<file path="config.mk">
export PLATFORM = sky130hd
export DESIGN_NAME = sfcp_cmd_port
export DESIGN_NICKNAME = d
export VERILOG_FILES = /design/src/inc/sfcp_pkg.sv /design/src/rtl/sfcp_cmd_port.sv /design/src/rtl/sfcp_dual_buf.sv
export SDC_FILE = /design/constraint.sdc
export NUM_CORES = 2
export LEC_CHECK = 0
export BUFFER_PORTS_ARGS = -buffer_cell sky130_fd_sc_hd__buf_2
export CORE_MARGIN = 2
export CORE_UTILIZATION = 35
export DETAILED_ROUTE_END_ITERATION = 10
export SLEW_MARGIN = 25
export SYNTH_ARGS = -nofsm -noshare
export SYNTH_HDL_FRONTEND = slang
export SYNTH_SLANG_ARGS = --single-unit
</file>
<file path="constraint.sdc">
create_clock -name clk_i -period 3.5 [get_ports clk_i]
set_input_delay 0.175 -clock clk_i [delete_from_list [all_inputs] [get_ports clk_i]]
set_output_delay 0.175 -clock clk_i [all_outputs]
set_load 0.1 [all_outputs]
</file>
<file path="src/inc/sfcp_pkg.sv">
// Constants, types and the opcode decoder of the serial flash command port.
package sfcp_pkg;

   // ************************************************************
   // Opcodes
   // ************************************************************
   localparam logic [7:0] OP_ARR_FAST = 8'h0B;
   localparam logic [7:0] OP_ARR_LEG  = 8'hE8;
   localparam logic [7:0] OP_ARR_LP   = 8'h01;
   localparam logic [7:0] OP_ARR_LF   = 8'h03;
   localparam logic [7:0] OP_PAGE_RD  = 8'hD2;
   localparam logic [7:0] OP_BUF1_RD  = 8'hD4;
   localparam logic [7:0] OP_BUF2_RD  = 8'hD6;
   localparam logic [7:0] OP_BUF1_LF  = 8'hD1;
   localparam logic [7:0] OP_BUF2_LF  = 8'hD3;
   localparam logic [7:0] OP_PROT_RD  = 8'h32;
   localparam logic [7:0] OP_SEC_RD   = 8'h77;
   localparam logic [7:0] OP_STAT_RD  = 8'hD7;
   localparam logic [7:0] OP_ID_RD    = 8'h9F;
   localparam logic [7:0] OP_XFER1    = 8'h60;
   localparam logic [7:0] OP_XFER2    = 8'h61;

   // ************************************************************
   // Header bytes after the opcode and other counts
   // ************************************************************
   localparam logic [2:0] HEAD_FAST   = 3'h4;
   localparam logic [2:0] HEAD_LEG    = 3'h7;
   localparam logic [2:0] HEAD_SLOW   = 3'h3;
   localparam logic [2:0] HEAD_PAGE   = 3'h7;
   localparam logic [2:0] HEAD_BUF    = 3'h4;
   localparam logic [2:0] HEAD_BUF_LF = 3'h3;
   localparam logic [2:0] HEAD_REG    = 3'h3;
   localparam logic [2:0] HEAD_NONE   = 3'h0;
   localparam logic [2:0] ADDR_BYTES  = 3'h3;
   localparam logic [2:0] BIT_LAST    = 3'h7;
   localparam logic [1:0] ID_LAST     = 2'h3;
   localparam int         STAT_RDY_BIT = 7;

   // ************************************************************
   // Types
   // ************************************************************
   typedef enum logic [1:0] {
      ST_OPC  = 2'h0,
      ST_HEAD = 2'h1,
      ST_DATA = 2'h3,
      ST_SKIP = 2'h2
   } sfcp_state_type;

   typedef enum logic [3:0] {
      K_NONE, K_ARRAY, K_PAGE, K_BUF, K_PROT, K_SEC, K_STAT, K_ID, K_XFER
   } sfcp_kind_type;

   typedef enum logic [1:0] {SP_ARRAY, SP_PROT, SP_SEC} sfcp_space_type;

   typedef struct packed {
      sfcp_kind_type kind;
      logic          sel;
      logic [2:0]    head;
   } sfcp_cmd_type;

   typedef struct packed {
      logic           rd;
      sfcp_space_type space;
      logic [23:0]    addr;
   } sfcp_core_req_type;

   localparam sfcp_cmd_type CMD_RESET = '{K_NONE, 1'h0, HEAD_NONE};

   function automatic sfcp_cmd_type sfcp_decode(input logic [7:0] op);
      sfcp_cmd_type c;
      c = CMD_RESET;
      case (op)
         OP_ARR_FAST: c = '{K_ARRAY, 1'h0, HEAD_FAST};
         OP_ARR_LEG:  c = '{K_ARRAY, 1'h0, HEAD_LEG};
         OP_ARR_LP:   c = '{K_ARRAY, 1'h0, HEAD_SLOW};
         OP_ARR_LF:   c = '{K_ARRAY, 1'h0, HEAD_SLOW};
         OP_PAGE_RD:  c = '{K_PAGE, 1'h0, HEAD_PAGE};
         OP_BUF1_RD:  c = '{K_BUF, 1'h0, HEAD_BUF};
         OP_BUF2_RD:  c = '{K_BUF, 1'h1, HEAD_BUF};
         OP_BUF1_LF:  c = '{K_BUF, 1'h0, HEAD_BUF_LF};
         OP_BUF2_LF:  c = '{K_BUF, 1'h1, HEAD_BUF_LF};
         OP_PROT_RD:  c = '{K_PROT, 1'h0, HEAD_REG};
         OP_SEC_RD:   c = '{K_SEC, 1'h0, HEAD_REG};
         OP_STAT_RD:  c = '{K_STAT, 1'h0, HEAD_NONE};
         OP_ID_RD:    c = '{K_ID, 1'h0, HEAD_NONE};
         OP_XFER1:    c = '{K_XFER, 1'h0, ADDR_BYTES};
         OP_XFER2:    c = '{K_XFER, 1'h1, ADDR_BYTES};
         default:     c = CMD_RESET;
      endcase
      return c;
   endfunction : sfcp_decode

endpackage : sfcp_pkg

</file>
<file path="src/rtl/sfcp_cmd_port.sv">
// Serial command port of a page-erase serial flash, device side.
`timescale 1ns/1ns
`default_nettype none
module sfcp_cmd_port #(
   parameter int          PAGE_BYTES   = 256,
   parameter int          ARRAY_ADDR_W = 20,
   // Identification values are arbitrary.
   parameter logic [7:0]  MFR_ID       = 8'hA5,
   parameter logic [7:0]  DEV_ID1      = 8'h5A,
   parameter logic [7:0]  DEV_ID2      = 8'h3C
) (
   input  wire logic                            clk_i,
   input  wire logic                            reset_i,
   input  wire logic                            sck_i,
   input  wire logic                            cs_n_i,
   input  wire logic                            si_i,
   input  wire logic                            rst_n_pin_i,
   input  wire logic [7:0]                      core_data_i,
   output logic                                 so_o,
   output logic                                 so_oe_n_o,
   output logic                                 busy_o,
   output var sfcp_pkg::sfcp_core_req_type      core_req_o
);
   localparam int PW = $clog2(PAGE_BYTES);
   localparam logic [23:0] ARR_MASK = 24'((1 << ARRAY_ADDR_W) - 1);
   localparam logic [PW:0] X_END = (PW+1)'(PAGE_BYTES);
   localparam logic [PW-1:0] X_LAST = PW'(PAGE_BYTES - 1);

   if (PAGE_BYTES < 2 || PAGE_BYTES != (1 << PW) || ARRAY_ADDR_W > 24 || ARRAY_ADDR_W <= PW) begin : g_bad
      $error("Page size must be a power of two below the array size.");
   end

   // ************************************************************
   // Pin synchronisers and edge detection
   // ************************************************************
   logic [3:0] sync1_reg;
   logic [3:0] sync2_reg;
   logic       sck_d_reg;
   logic       cs_d_reg;

   always_ff @(posedge clk_i) begin
      if (reset_i) begin
         sync1_reg <= 4'hE;
         sync2_reg <= 4'hE;
         sck_d_reg <= 1'h0;
         cs_d_reg  <= 1'h1;
      end else begin
         sync1_reg <= {rst_n_pin_i, cs_n_i, sck_i, si_i};
         sync2_reg <= sync1_reg;
         sck_d_reg <= sync2_reg[1];
         cs_d_reg  <= sync2_reg[2];
      end
   end

   wire si_s     = sync2_reg[0];
   wire sck_s    = sync2_reg[1];
   wire cs_n_s   = sync2_reg[2];
   wire pin_rst  = ~sync2_reg[3];
   // Edges count only while selected, so the idle level is free.
   wire sck_rise = sck_s & ~sck_d_reg & ~cs_n_s;
   wire sck_fall = ~sck_s & sck_d_reg & ~cs_n_s;
   wire cs_rise  = cs_n_s & ~cs_d_reg;
   wire abort    = cs_n_s | pin_rst;

   // ************************************************************
   // Command reception
   // ************************************************************
   sfcp_pkg::sfcp_state_type state_reg;
   sfcp_pkg::sfcp_state_type state_next;
   sfcp_pkg::sfcp_cmd_type   cmd_reg;
   logic [2:0]  bit_cnt_reg;
   logic [7:0]  in_sh_reg;
   logic [2:0]  head_cnt_reg;
   logic [23:0] addr_reg;
   logic        arm_reg;

   wire [7:0] in_next   = {in_sh_reg[6:0], si_s};
   wire       byte_done = sck_rise & (bit_cnt_reg == sfcp_pkg::BIT_LAST);
   wire       op_done   = byte_done & (state_reg == sfcp_pkg::ST_OPC);
   wire       in_head   = byte_done & (state_reg == sfcp_pkg::ST_HEAD);
   wire       head_last = in_head & (head_cnt_reg == cmd_reg.head - 3'h1);
   // Opcodes decode to kind, buffer and header length.
   wire sfcp_pkg::sfcp_cmd_type dec = sfcp_pkg::sfcp_decode(in_next);
   wire       no_addr   = (cmd_reg.kind == sfcp_pkg::K_PROT) | (cmd_reg.kind == sfcp_pkg::K_SEC);
   wire       addr_take = in_head & (head_cnt_reg < sfcp_pkg::ADDR_BYTES) & ~no_addr;
   wire       go_now    = op_done & (dec.kind != sfcp_pkg::K_NONE) & (dec.head == sfcp_pkg::HEAD_NONE);
   wire       go_head   = head_last & (cmd_reg.kind != sfcp_pkg::K_XFER);
   wire       go_data   = go_now | go_head;

   always_comb begin
      state_next = state_reg;
      case (state_reg)
         sfcp_pkg::ST_OPC: begin
            if (op_done) begin
               if (dec.kind == sfcp_pkg::K_NONE) begin
                  state_next = sfcp_pkg::ST_SKIP;
               end else if (dec.head == sfcp_pkg::HEAD_NONE) begin
                  state_next = sfcp_pkg::ST_DATA;
               end else begin
                  state_next = sfcp_pkg::ST_HEAD;
               end
            end
         end
         sfcp_pkg::ST_HEAD: begin
            if (head_last) begin
               state_next = go_head ? sfcp_pkg::ST_DATA : sfcp_pkg::ST_SKIP;
            end
         end
         sfcp_pkg::ST_DATA: state_next = sfcp_pkg::ST_DATA;
         sfcp_pkg::ST_SKIP: state_next = sfcp_pkg::ST_SKIP;
         default:           state_next = sfcp_pkg::ST_OPC;
      endcase
      if (abort) begin
         state_next = sfcp_pkg::ST_OPC;
      end
   end

   always_ff @(posedge clk_i) begin
      if (reset_i) begin
         state_reg   <= sfcp_pkg::ST_OPC;
         bit_cnt_reg <= 3'h0;
      end else begin
         state_reg   <= state_next;
         bit_cnt_reg <= abort ? 3'h0 : bit_cnt_reg + {2'h0, sck_rise};
      end
   end

   // Input bits shift in only on a rising edge.
   always_ff @(posedge clk_i) begin
      if (reset_i) begin
         in_sh_reg <= 8'h00;
      end else if (sck_rise) begin
         in_sh_reg <= in_next;
      end
   end

   always_ff @(posedge clk_i) begin
      if (reset_i) begin
         cmd_reg      <= sfcp_pkg::CMD_RESET;
         head_cnt_reg <= 3'h0;
      end else if (op_done) begin
         cmd_reg      <= dec;
         head_cnt_reg <= 3'h0;
      end else if (in_head) begin
         head_cnt_reg <= head_cnt_reg + 3'h1;
      end
   end

   // ************************************************************
   // Output stream
   // ************************************************************
   logic [7:0] out_sh_reg;
   logic [2:0] out_cnt_reg;
   logic       so_reg;
   logic       oe_n_reg;
   logic [7:0] data_reg;
   logic       have_reg;
   logic       fetch_reg;
   logic       pend_buf_reg;
   logic       pend_core_reg;
   logic       resp_core_reg;
   logic       tag_stream_reg;
   logic [1:0] id_idx_reg;
   logic       busy_reg;

   wire launch = sck_fall & (state_reg == sfcp_pkg::ST_DATA);
   wire load   = launch & (out_cnt_reg == 3'h0);
   wire k_arr  = cmd_reg.kind == sfcp_pkg::K_ARRAY;
   wire k_page = cmd_reg.kind == sfcp_pkg::K_PAGE;
   wire k_buf  = cmd_reg.kind == sfcp_pkg::K_BUF;
   wire k_stat = cmd_reg.kind == sfcp_pkg::K_STAT;
   wire stream_core = fetch_reg & (k_arr | k_page | no_addr);
   wire stream_buf  = fetch_reg & k_buf;
   wire stream_own  = fetch_reg & (k_stat | (cmd_reg.kind == sfcp_pkg::K_ID));
   wire [23:0] addr_inc  = addr_reg + 24'h000001;
   wire [23:0] addr_wrap = {addr_reg[23:PW], addr_inc[PW-1:0]};
   // Continuous reads run through the whole array and wrap.
   wire [23:0] addr_adv  = k_arr ? (addr_inc & ARR_MASK) : (no_addr ? addr_inc : addr_wrap);
   // Status shows ready while no transfer runs.
   wire [7:0] stat_byte = 8'(~busy_reg) << sfcp_pkg::STAT_RDY_BIT;
   wire [7:0] id_byte   = (id_idx_reg == 2'h0) ? MFR_ID :
                          (id_idx_reg == 2'h1) ? DEV_ID1 :
                          (id_idx_reg == 2'h2) ? DEV_ID2 : 8'h00;
   wire [7:0] buf_rdata;

   always_ff @(posedge clk_i) begin
      if (reset_i || op_done) begin
         addr_reg <= 24'h000000;
      end else if (addr_take) begin
         addr_reg <= {addr_reg[15:0], in_next};
      end else if (fetch_reg && !stream_own) begin
         addr_reg <= addr_adv;
      end
   end

   // Identification bytes step once per byte and then read zero.
   always_ff @(posedge clk_i) begin
      if (reset_i || op_done) begin
         id_idx_reg <= 2'h0;
      end else if (stream_own && id_idx_reg != sfcp_pkg::ID_LAST) begin
         id_idx_reg <= id_idx_reg + 2'h1;
      end
   end

   // A fetch is issued when the data phase opens and each time a byte leaves.
   always_ff @(posedge clk_i) begin
      if (reset_i) begin
         fetch_reg     <= 1'h0;
         pend_buf_reg  <= 1'h0;
         pend_core_reg <= 1'h0;
         resp_core_reg <= 1'h0;
      end else begin
         fetch_reg     <= (go_data | load) & ~abort;
         pend_buf_reg  <= stream_buf;
         pend_core_reg <= stream_core;
         resp_core_reg <= pend_core_reg;
      end
   end

   // Protection and security register reads come back through the core port like array bytes.
   always_ff @(posedge clk_i) begin
      if (reset_i) begin
         data_reg <= 8'h00;
         have_reg <= 1'h0;
      end else if (stream_own) begin
         data_reg <= k_stat ? stat_byte : id_byte;
         have_reg <= 1'h1;
      end else if (pend_buf_reg) begin
         data_reg <= buf_rdata;
         have_reg <= 1'h1;
      end else if (resp_core_reg) begin
         data_reg <= core_data_i;
         have_reg <= 1'h1;
      end else if (load || abort) begin
         have_reg <= 1'h0;
      end
   end

   // Output bits launch only on a falling edge, MSB first.
   // The launch follows the edge by the synchroniser delay plus the output register.
   always_ff @(posedge clk_i) begin
      if (reset_i) begin
         so_reg      <= 1'h0;
         out_sh_reg  <= 8'h00;
         out_cnt_reg <= 3'h0;
      end else if (load) begin
         so_reg      <= data_reg[7];
         out_sh_reg  <= {data_reg[6:0], 1'h0};
         out_cnt_reg <= sfcp_pkg::BIT_LAST;
      end else if (launch) begin
         so_reg      <= out_sh_reg[7];
         out_sh_reg  <= {out_sh_reg[6:0], 1'h0};
         out_cnt_reg <= out_cnt_reg - 3'h1;
      end else if (abort) begin
         out_cnt_reg <= 3'h0;
      end
   end

   // Output is released while deselected, driven from the first launch.
   always_ff @(posedge clk_i) begin
      if (reset_i || abort) begin
         oe_n_reg <= 1'h1;
      end else if (load) begin
         oe_n_reg <= 1'h0;
      end
   end

   // ************************************************************
   // Page to buffer transfer
   // ************************************************************
   logic [23:0]   x_base_reg;
   logic          x_sel_reg;
   logic [PW:0]   x_idx_reg;
   logic [PW-1:0] x_tag_reg;
   logic [PW-1:0] x_widx_reg;
   logic          x_resp_reg;
   sfcp_pkg::sfcp_core_req_type core_req_reg;

   // A stream fetch wins the core port; the transfer waits one cycle.
   wire x_go    = busy_reg & (x_idx_reg != X_END) & ~stream_core;
   wire x_start = cs_rise & arm_reg & ~pin_rst & ~busy_reg;
   wire x_wr    = x_resp_reg & busy_reg;

   always_ff @(posedge clk_i) begin
      if (reset_i || op_done || pin_rst) begin
         arm_reg <= 1'h0;
      end else if (head_last && cmd_reg.kind == sfcp_pkg::K_XFER) begin
         arm_reg <= 1'h1;
      end else if (cs_rise) begin
         arm_reg <= 1'h0;
      end
   end

   // The transfer starts when select rises after a full header.
   always_ff @(posedge clk_i) begin
      if (reset_i || pin_rst) begin
         busy_reg  <= 1'h0;
         x_idx_reg <= '0;
      end else if (x_start) begin
         busy_reg   <= 1'h1;
         x_idx_reg  <= '0;
         x_base_reg <= addr_reg & ARR_MASK;
         x_sel_reg  <= cmd_reg.sel;
      end else begin
         if (x_go) begin
            x_idx_reg <= x_idx_reg + (PW+1)'(1);
         end
         if (x_wr && x_widx_reg == X_LAST) begin
            busy_reg <= 1'h0;
         end
      end
   end

   always_ff @(posedge clk_i) begin
      if (reset_i) begin
         core_req_reg   <= '0;
         tag_stream_reg <= 1'h0;
         x_tag_reg      <= '0;
         x_resp_reg     <= 1'h0;
         x_widx_reg     <= '0;
      end else begin
         core_req_reg.rd    <= stream_core | x_go;
         core_req_reg.space <= (cmd_reg.kind == sfcp_pkg::K_PROT) & stream_core ? sfcp_pkg::SP_PROT :
                               (cmd_reg.kind == sfcp_pkg::K_SEC) & stream_core ? sfcp_pkg::SP_SEC :
                               sfcp_pkg::SP_ARRAY;
         core_req_reg.addr  <= stream_core ? addr_reg : {x_base_reg[23:PW], x_idx_reg[PW-1:0]};
         tag_stream_reg     <= stream_core;
         x_tag_reg          <= x_idx_reg[PW-1:0];
         x_resp_reg         <= core_req_reg.rd & ~tag_stream_reg;
         x_widx_reg         <= x_tag_reg;
      end
   end

   // Buffer reads pick the buffer that the opcode names.
   sfcp_dual_buf #(
      .DEPTH     (PAGE_BYTES)
   ) u_buf (
      .clk_i     (clk_i),
      .wr_i      (x_wr),
      .wr_sel_i  (x_sel_reg),
      .wr_idx_i  (x_widx_reg),
      .wr_data_i (core_data_i),
      .rd_sel_i  (cmd_reg.sel),
      .rd_idx_i  (addr_reg[PW-1:0]),
      .rd_data_o (buf_rdata)
   );

   assign so_o       = so_reg;
   assign so_oe_n_o  = oe_n_reg;
   assign busy_o     = busy_reg;
   assign core_req_o = core_req_reg;
endmodule : sfcp_cmd_port
`default_nettype wire

</file>
<file path="src/rtl/sfcp_dual_buf.sv">
// Two SRAM data buffers with one write port and one registered read port.
`timescale 1ns/1ns
`default_nettype none
module sfcp_dual_buf #(
   parameter int DEPTH = 256
) (
   input  wire logic                     clk_i,
   input  wire logic                     wr_i,
   input  wire logic                     wr_sel_i,
   input  wire logic [$clog2(DEPTH)-1:0] wr_idx_i,
   input  wire logic [7:0]               wr_data_i,
   input  wire logic                     rd_sel_i,
   input  wire logic [$clog2(DEPTH)-1:0] rd_idx_i,
   output logic      [7:0]               rd_data_o
);
   localparam int AW = $clog2(DEPTH);

   logic [7:0] mem [2*DEPTH];

   if (DEPTH < 2 || DEPTH != (1 << AW)) begin : g_bad_depth
      $error("Buffer depth must be a power of two.");
   end

   // Read and write ports are separate, so a transfer never stalls a read.
   always_ff @(posedge clk_i) begin
      if (wr_i) begin
         mem[{wr_sel_i, wr_idx_i}] <= wr_data_i;
      end
      rd_data_o <= mem[{rd_sel_i, rd_idx_i}];
   end

endmodule : sfcp_dual_buf
`default_nettype wire

</file>
# After elaboration in Yosys (flattened, before gate mapping)
# Memory sizes are Yosys's and may differ from the RTL's. A register that Yosys moved wholly into a read port is not among the register bits.
# Index checks and enable logic that the tools add are counted.
[op_classes]
n_eq_ne = 36
n_mux = 34
n_reduce_logical = 31
n_lt_le_gt_ge = 1
bitwise_logic = 49
n_addsub = 7
[ops]
columns = ["op", "count"]
rows = [
  ["one-hot mux 8 bit (14 select lines)", 1],
  ["two-way mux 24 bit", 4],
  ["== test 8 bit, second input constant", 9],
  ["two-way mux 8 bit", 7],
  ["bitwise AND 1 bit", 29],
  ["adder 24 x 1 -> 24 bit, second input constant", 1],
  ["== test 8 x 7 -> 1 bit, second input constant", 3],
  ["two-way mux 20 bit", 1],
  ["== test 4 x 3 -> 1 bit, second input constant", 4],
  ["NOT 1 bit", 12],
  ["OR reduction 2 bit", 6],
  ["two-way mux 1 bit", 10],
  ["two-way mux 2 bit", 5],
  ["adder 9 x 1 -> 9 bit, second input constant", 1],
  ["two-way mux 3 bit", 3],
  ["inequality test 9 bit, second input constant", 1],
  ["nonzero test 3 bit", 3],
  ["== test 4 x 2 -> 1 bit, second input constant", 2],
  ["== test 8 x 1 -> 1 bit, second input constant", 1],
  ["== test 8 x 2 -> 1 bit, second input constant", 1],
  ["== test 8 x 4 -> 1 bit, second input constant", 1],
  ["== test 8 x 6 -> 1 bit, second input constant", 1],
  ["OR 1 bit", 8],
  ["one-hot mux 2 bit (4 select lines)", 1],
  ["other kinds (24)", 43],
]
[word_totals]
out_inout_bits = 30
ramBits = 4096
memories = 1
elab_cells = 195
register_bits = 159
inputBits = 14
[mem_list]
columns = ["memory", "depth", "word_bits", "read_ports", "rd_clocked_by_memory_dff", "wr", "line", "source"]
rows = [
  ["u_buf.mem", 512, 8, 1, 1, 1, "sfcp_dual_buf.sv:18", "logic [7:0] mem [2*DEPTH];"],
]

# Logic depth before layout (Yosys ltp)
[depth]
word_depth = 10
mapped_depth = 13
ltp_nobuf = 9

# Cells and area by module
# A second synthesis with hierarchy kept.
[hier_totals]
cells_unflattened = 8718
area_unflattened_um2 = 166297.0
[by_module_without_submodules]
columns = ["mod", "n_inst", "cells_each", "area_per_inst_um2", "seq_area_each_um2"]
rows = [
  ["sfcp_dual_buf", 1, 8030, 159927.1, 123158.1],
  ["sfcp_cmd_port", 1, 688, 6369.9, 3133.0],
]

# Least setup slack after synthesis
# Ideal clock, no wire load.
[synth_path]
path_type = "reg2reg"
start = "reg busy_reg (netlist: busy_o)"
end = "mem u_buf.mem[462][0], enable pin"
path_stages_with_launch = 6
synth_period_minus_slack_ns = 2.755
path_slack_ns = 0.745
t_required_ns = 3.130
arrival_time_ns = 2.385
path_buffers = 1
setup_time_ns = 0.370
path_cell_list = "dfxtp_1 > nand2_1 > nor3b_1 > nand3_1 > clkbuf_1 > nor2_1"
[synth_via]
elab_chain_len = 3
[synth_lines]
columns = ["item", "line", "source"]
rows = [
  ["start, declared", "sfcp_cmd_port.sv:164", "logic busy_reg;"],
  ["start signal, assigned", "sfcp_cmd_port.sv:297", "busy_reg <= 1'h0;"],
  ["start signal, assigned", "sfcp_cmd_port.sv:300", "busy_reg <= 1'h1;"],
  ["start signal, assigned", "sfcp_cmd_port.sv:309", "busy_reg <= 1'h0;"],
  ["bitwise AND 1 bit", "sfcp_cmd_port.sv:282", "wire x_wr = x_resp_reg & busy_reg;"],
  ["two-way mux 1 bit", "sfcp_dual_buf.sv:26", "if (wr_i) begin"],
  ["two-way mux 1 bit (implied by the code)", "sfcp_dual_buf.sv:27", "mem[{wr_sel_i, wr_idx_i}] <= wr_data_i;"],
  ["end, declared", "sfcp_dual_buf.sv:18", ""],
]
# Every way passes these cells.

==> flow_metrics.tcl <==
set metrics [dict create \
    initial_core_util_pct 35.2 \
    dp.final_hpwl_um 304000 \
    dr.first_iter.drc_count 13500 \
    syn_inst 8200 \
    max_freq_ghz 0.282 \
    cts.reportedPaths.clkPinSlew_ns 0.07 \
    drive_gt1_share_pct 28.4 \
    finClkSkew_ns 0.0559 \
    crit_arrival_ns 4.49 \
    synth_fa_ha_area_share_pct 0.0907 \
    viasPerCell 5.64 \
    layout_setup_ws_ns -0.0431 \
    io_buffer_count 43 \
    cts_max_level 5 \
    p_per_area_nw_per_um2 525 \
    critPathMaxFanout 14 \
    fin_util_pct 41.2 \
    core_um2 471000 \
    synth_compound_area_share_pct 3.43 \
    final_nets 9189 \
    num_rows 252 \
    syn_nets 8226 \
    maxCapViolCount 0 \
    leakagePower_nw 60.1 \
    grt_use_total_pct 19.9 \
    setup_viol 2 \
    dieArea_um2 479000 \
    required_ns 4.45 \
    power_frac_comb_pct 1.0 \
    synthesis.area_um2 166000 \
    final_hold_viol_count 0 \
    clockBufferDepth 4 \
    avgRoutedWirePerCell_um 31.0 \
    synthMuxAreaShare_pct 14.9 \
    drt-met1-wl_um 190000 \
    pwr-share-clk_pct 44.3 \
    dp.cells 14900 \
    largest_reg_flops 4096 \
    grt_pass1_vias 88500 \
    wl_met2_um 230000 \
    synth.distinct_cells 88 \
    io-pin-count 44 \
    wl_met3_um 49500 \
    top_layer "met5" \
    period_minus_slack_ns 3.54 \
    die_height_um 692 \
    ys_seq_area_share_pct 76.3 \
    worst-slew-pin-transition_ns 1.11 \
    synth.ff_latch_count 4254 \
    finalSetupTns_ns -0.0701 \
    outcome "finished, violations left" \
    route.final.wire_length_um 488000 \
    violations "setup timing" \
    startpoint_type "register" \
    synth_simple_gate_area_share_pct 3.25 \
    synthArstFlopShare_pct 0 \
    syn_to_final_growth_pct 17.3 \
    synth_flop_cell "edfxtp_1" \
    routabilityCongestion 0.870 \
    hold_class "input pin to register" \
    timing.hold.ws_ns 0.260 \
    grt_first_pass_wirelength_um 685000 \
    seqPwrFrac_pct 54.7 \
    drtPass1Iterations 7 \
    numCtsBuffers 420 \
    overflow 0 \
    cts_tree "built" \
    final_cell_count_no_fill 15800 \
    drc 0 \
    root_buffer "clkbuf_16" \
    grt_max_degree 181 \
    cp-end-kind "register" \
    critical_path_class "register to register" \
    report.final.slew_viol_count 0 \
    synthXorXnorAreaFrac_pct 0.159 \
    p_sw_share_pct 20.1 \
    switchingPower_mw 20.5 \
    vdd.ir_drop.worst_mv 0.455 \
    syn_avg_cell_area_um2 20.2 \
    synth_edf_count 4109 \
    synth_top_family_by_area "multiplexers" \
    die_w_um 692 \
    slew_headroom_pct 23.9 \
    insertion_delay_ns 1.01 \
    rsz0062_at_grt "false" \
    final_antenna_net_count 0 \
    final.period_utilization_pct 101 \
    p_total_mw 102 \
    antenna_found_initial 41 \
    yosys_warnings 0 \
    intPower_mw 81.5 \
    vias 88900 \
    cts.sinks 4254 \
]
==> synth_stat cells (all sizes together), types with 10 or more instances <==
master	number	area [µm²]
edfxtp	4109	123000
mux4	913	20600
nor2	679	2550
mux2i	361	3610
buf	290	2220
nand2	254	953
clkbuf	227	852
a21oi	158	791
dfxtp	145	2900
a22oi	128	961
o21ai	107	536
nand3	71	365
a221oi	69	623
o22ai	61	382
a211oi	55	413
o221ai	51	447
nor3	46	230
mux2	40	450
nor2b	36	225
inv	29	109
o211ai	26	195
nand4	24	150
a31oi	21	131
a22o	18	158
xnor2	18	158
nor4	17	121
nand2b	16	100
or2	16	100
a2111oi	13	128
ha	12	150
xor2	12	105
and2	10	62.6
or3	10	62.6
==> final cells by class <==
type                       instances  area, µm²
sequential                      4254     126000
inverter                          31        130
antenna                           20       50.0
clock inverter                   277       2690
fill                           41000     277000
multi-input combinational       3398      36500
tap                             6223       7790
clock buffer                     497      10900
timing repair buffer            1058       9800
==> worst paths after layout <==
| check | end | cells after the start | startpoint | slack (ns) |
|---|---|---|---|---|
| min reg2reg | sync2_reg[1]$_SDFF_PP1_ | 1 | sync1_reg[1]$_SDFF_PP1_ | 0.42 |
| max | u_buf.rd_data_o[2]$_DFF_P_ | 9 | addr_reg[4]$_SDFFE_PP0P_ | -0.04 |
| min | u_buf.mem[394][2]$_DFFE_PP_ | 2 | core_data_i[2] | 0.26 |
| max reg2reg | u_buf.rd_data_o[2]$_DFF_P_ | 9 | addr_reg[4]$_SDFFE_PP0P_ | -0.04 |
==> layout by cell type (no fill, tap or decap), types with 65 or more instances in the layout <==
cell	count
edfxtp_1	4109
mux4_2	910
buf_4	848
nor2_1	675
clkbuf_16	427
mux2i_1	360
nand2_1	241
a21oi_1	155
buf_12	146
dfxtp_1	137
a22oi_1	127
o21ai_0	99
clkinv_1	95
clkinv_2	94
clkbuf_1	70
nand3_1	65
==> timing repair <==
item	CTS	global route
gates resized for setup	24	9
setup endpoints to repair	8	7
pin swaps	1	1
buffers inserted	12	0
cloned	0	0
hold buffers	18	0
hold endpoints to repair	970	0
==> worst max-delay path, cell delays in order (launching register included) <==
cell and delay (ns):
dfxtp_4 0.60, buf_4 0.42, and2_1 0.23, buf_4 0.31, o21ai_0 0.17, o41ai_2 0.57, a211oi_1 0.20, buf_4 0.20
nor3_1 0.55, o32a_1 0.23
==> metrics by stage <==
step / cell area [µm²] / setup slack, ns
after CTS: 194000 / 0.0113
after global placement: 180000 / -0.693
final: 194000 / -0.0431
after floorplan: 166000 / 0.745
after detailed placement: 180000 / -0.613
after global routing: 194000 / 0.000378
==> kinds of logic (layout without fill, tap and decap cells) <==
kind of cell | Yosys count | in the layout
DFF | 4254 | 4254
muxes | 1314 | 1314
and+or+nand+nor | 1233 | 1233
AOI/OAI and AO/OA | 809 | 809
buffers and inverters | 548 | 1863
xor gates and xnor gates | 30 | 30
adders and majority gates | 12 | 12
other | 0 | 20
==> power by group through the flow <==
stage	combinational, mW	clock (mW)	sequential (mW)
global route	1.12	47.6	55.7
global placement	0.979	0	56.9
CTS	1.06	45.7	55.8
detailed placement	1.05	0	56.9
finish	1.06	45.2	55.8
floorplan	0.0353	0	56.9
==> layer usage <==
| layer | vias up | GRT usage (%) |
|---|---|---|
| met1 | 47200 | 27.1 |
| met3 | 835 | 4.02 |
| met4 | 22 | 6.82 |
| met2 | 4968 | 31.8 |
| li1 | 35800 | - |
| met5 | - | 0 |
Note: power is estimated with default switching activity, not from simulation.
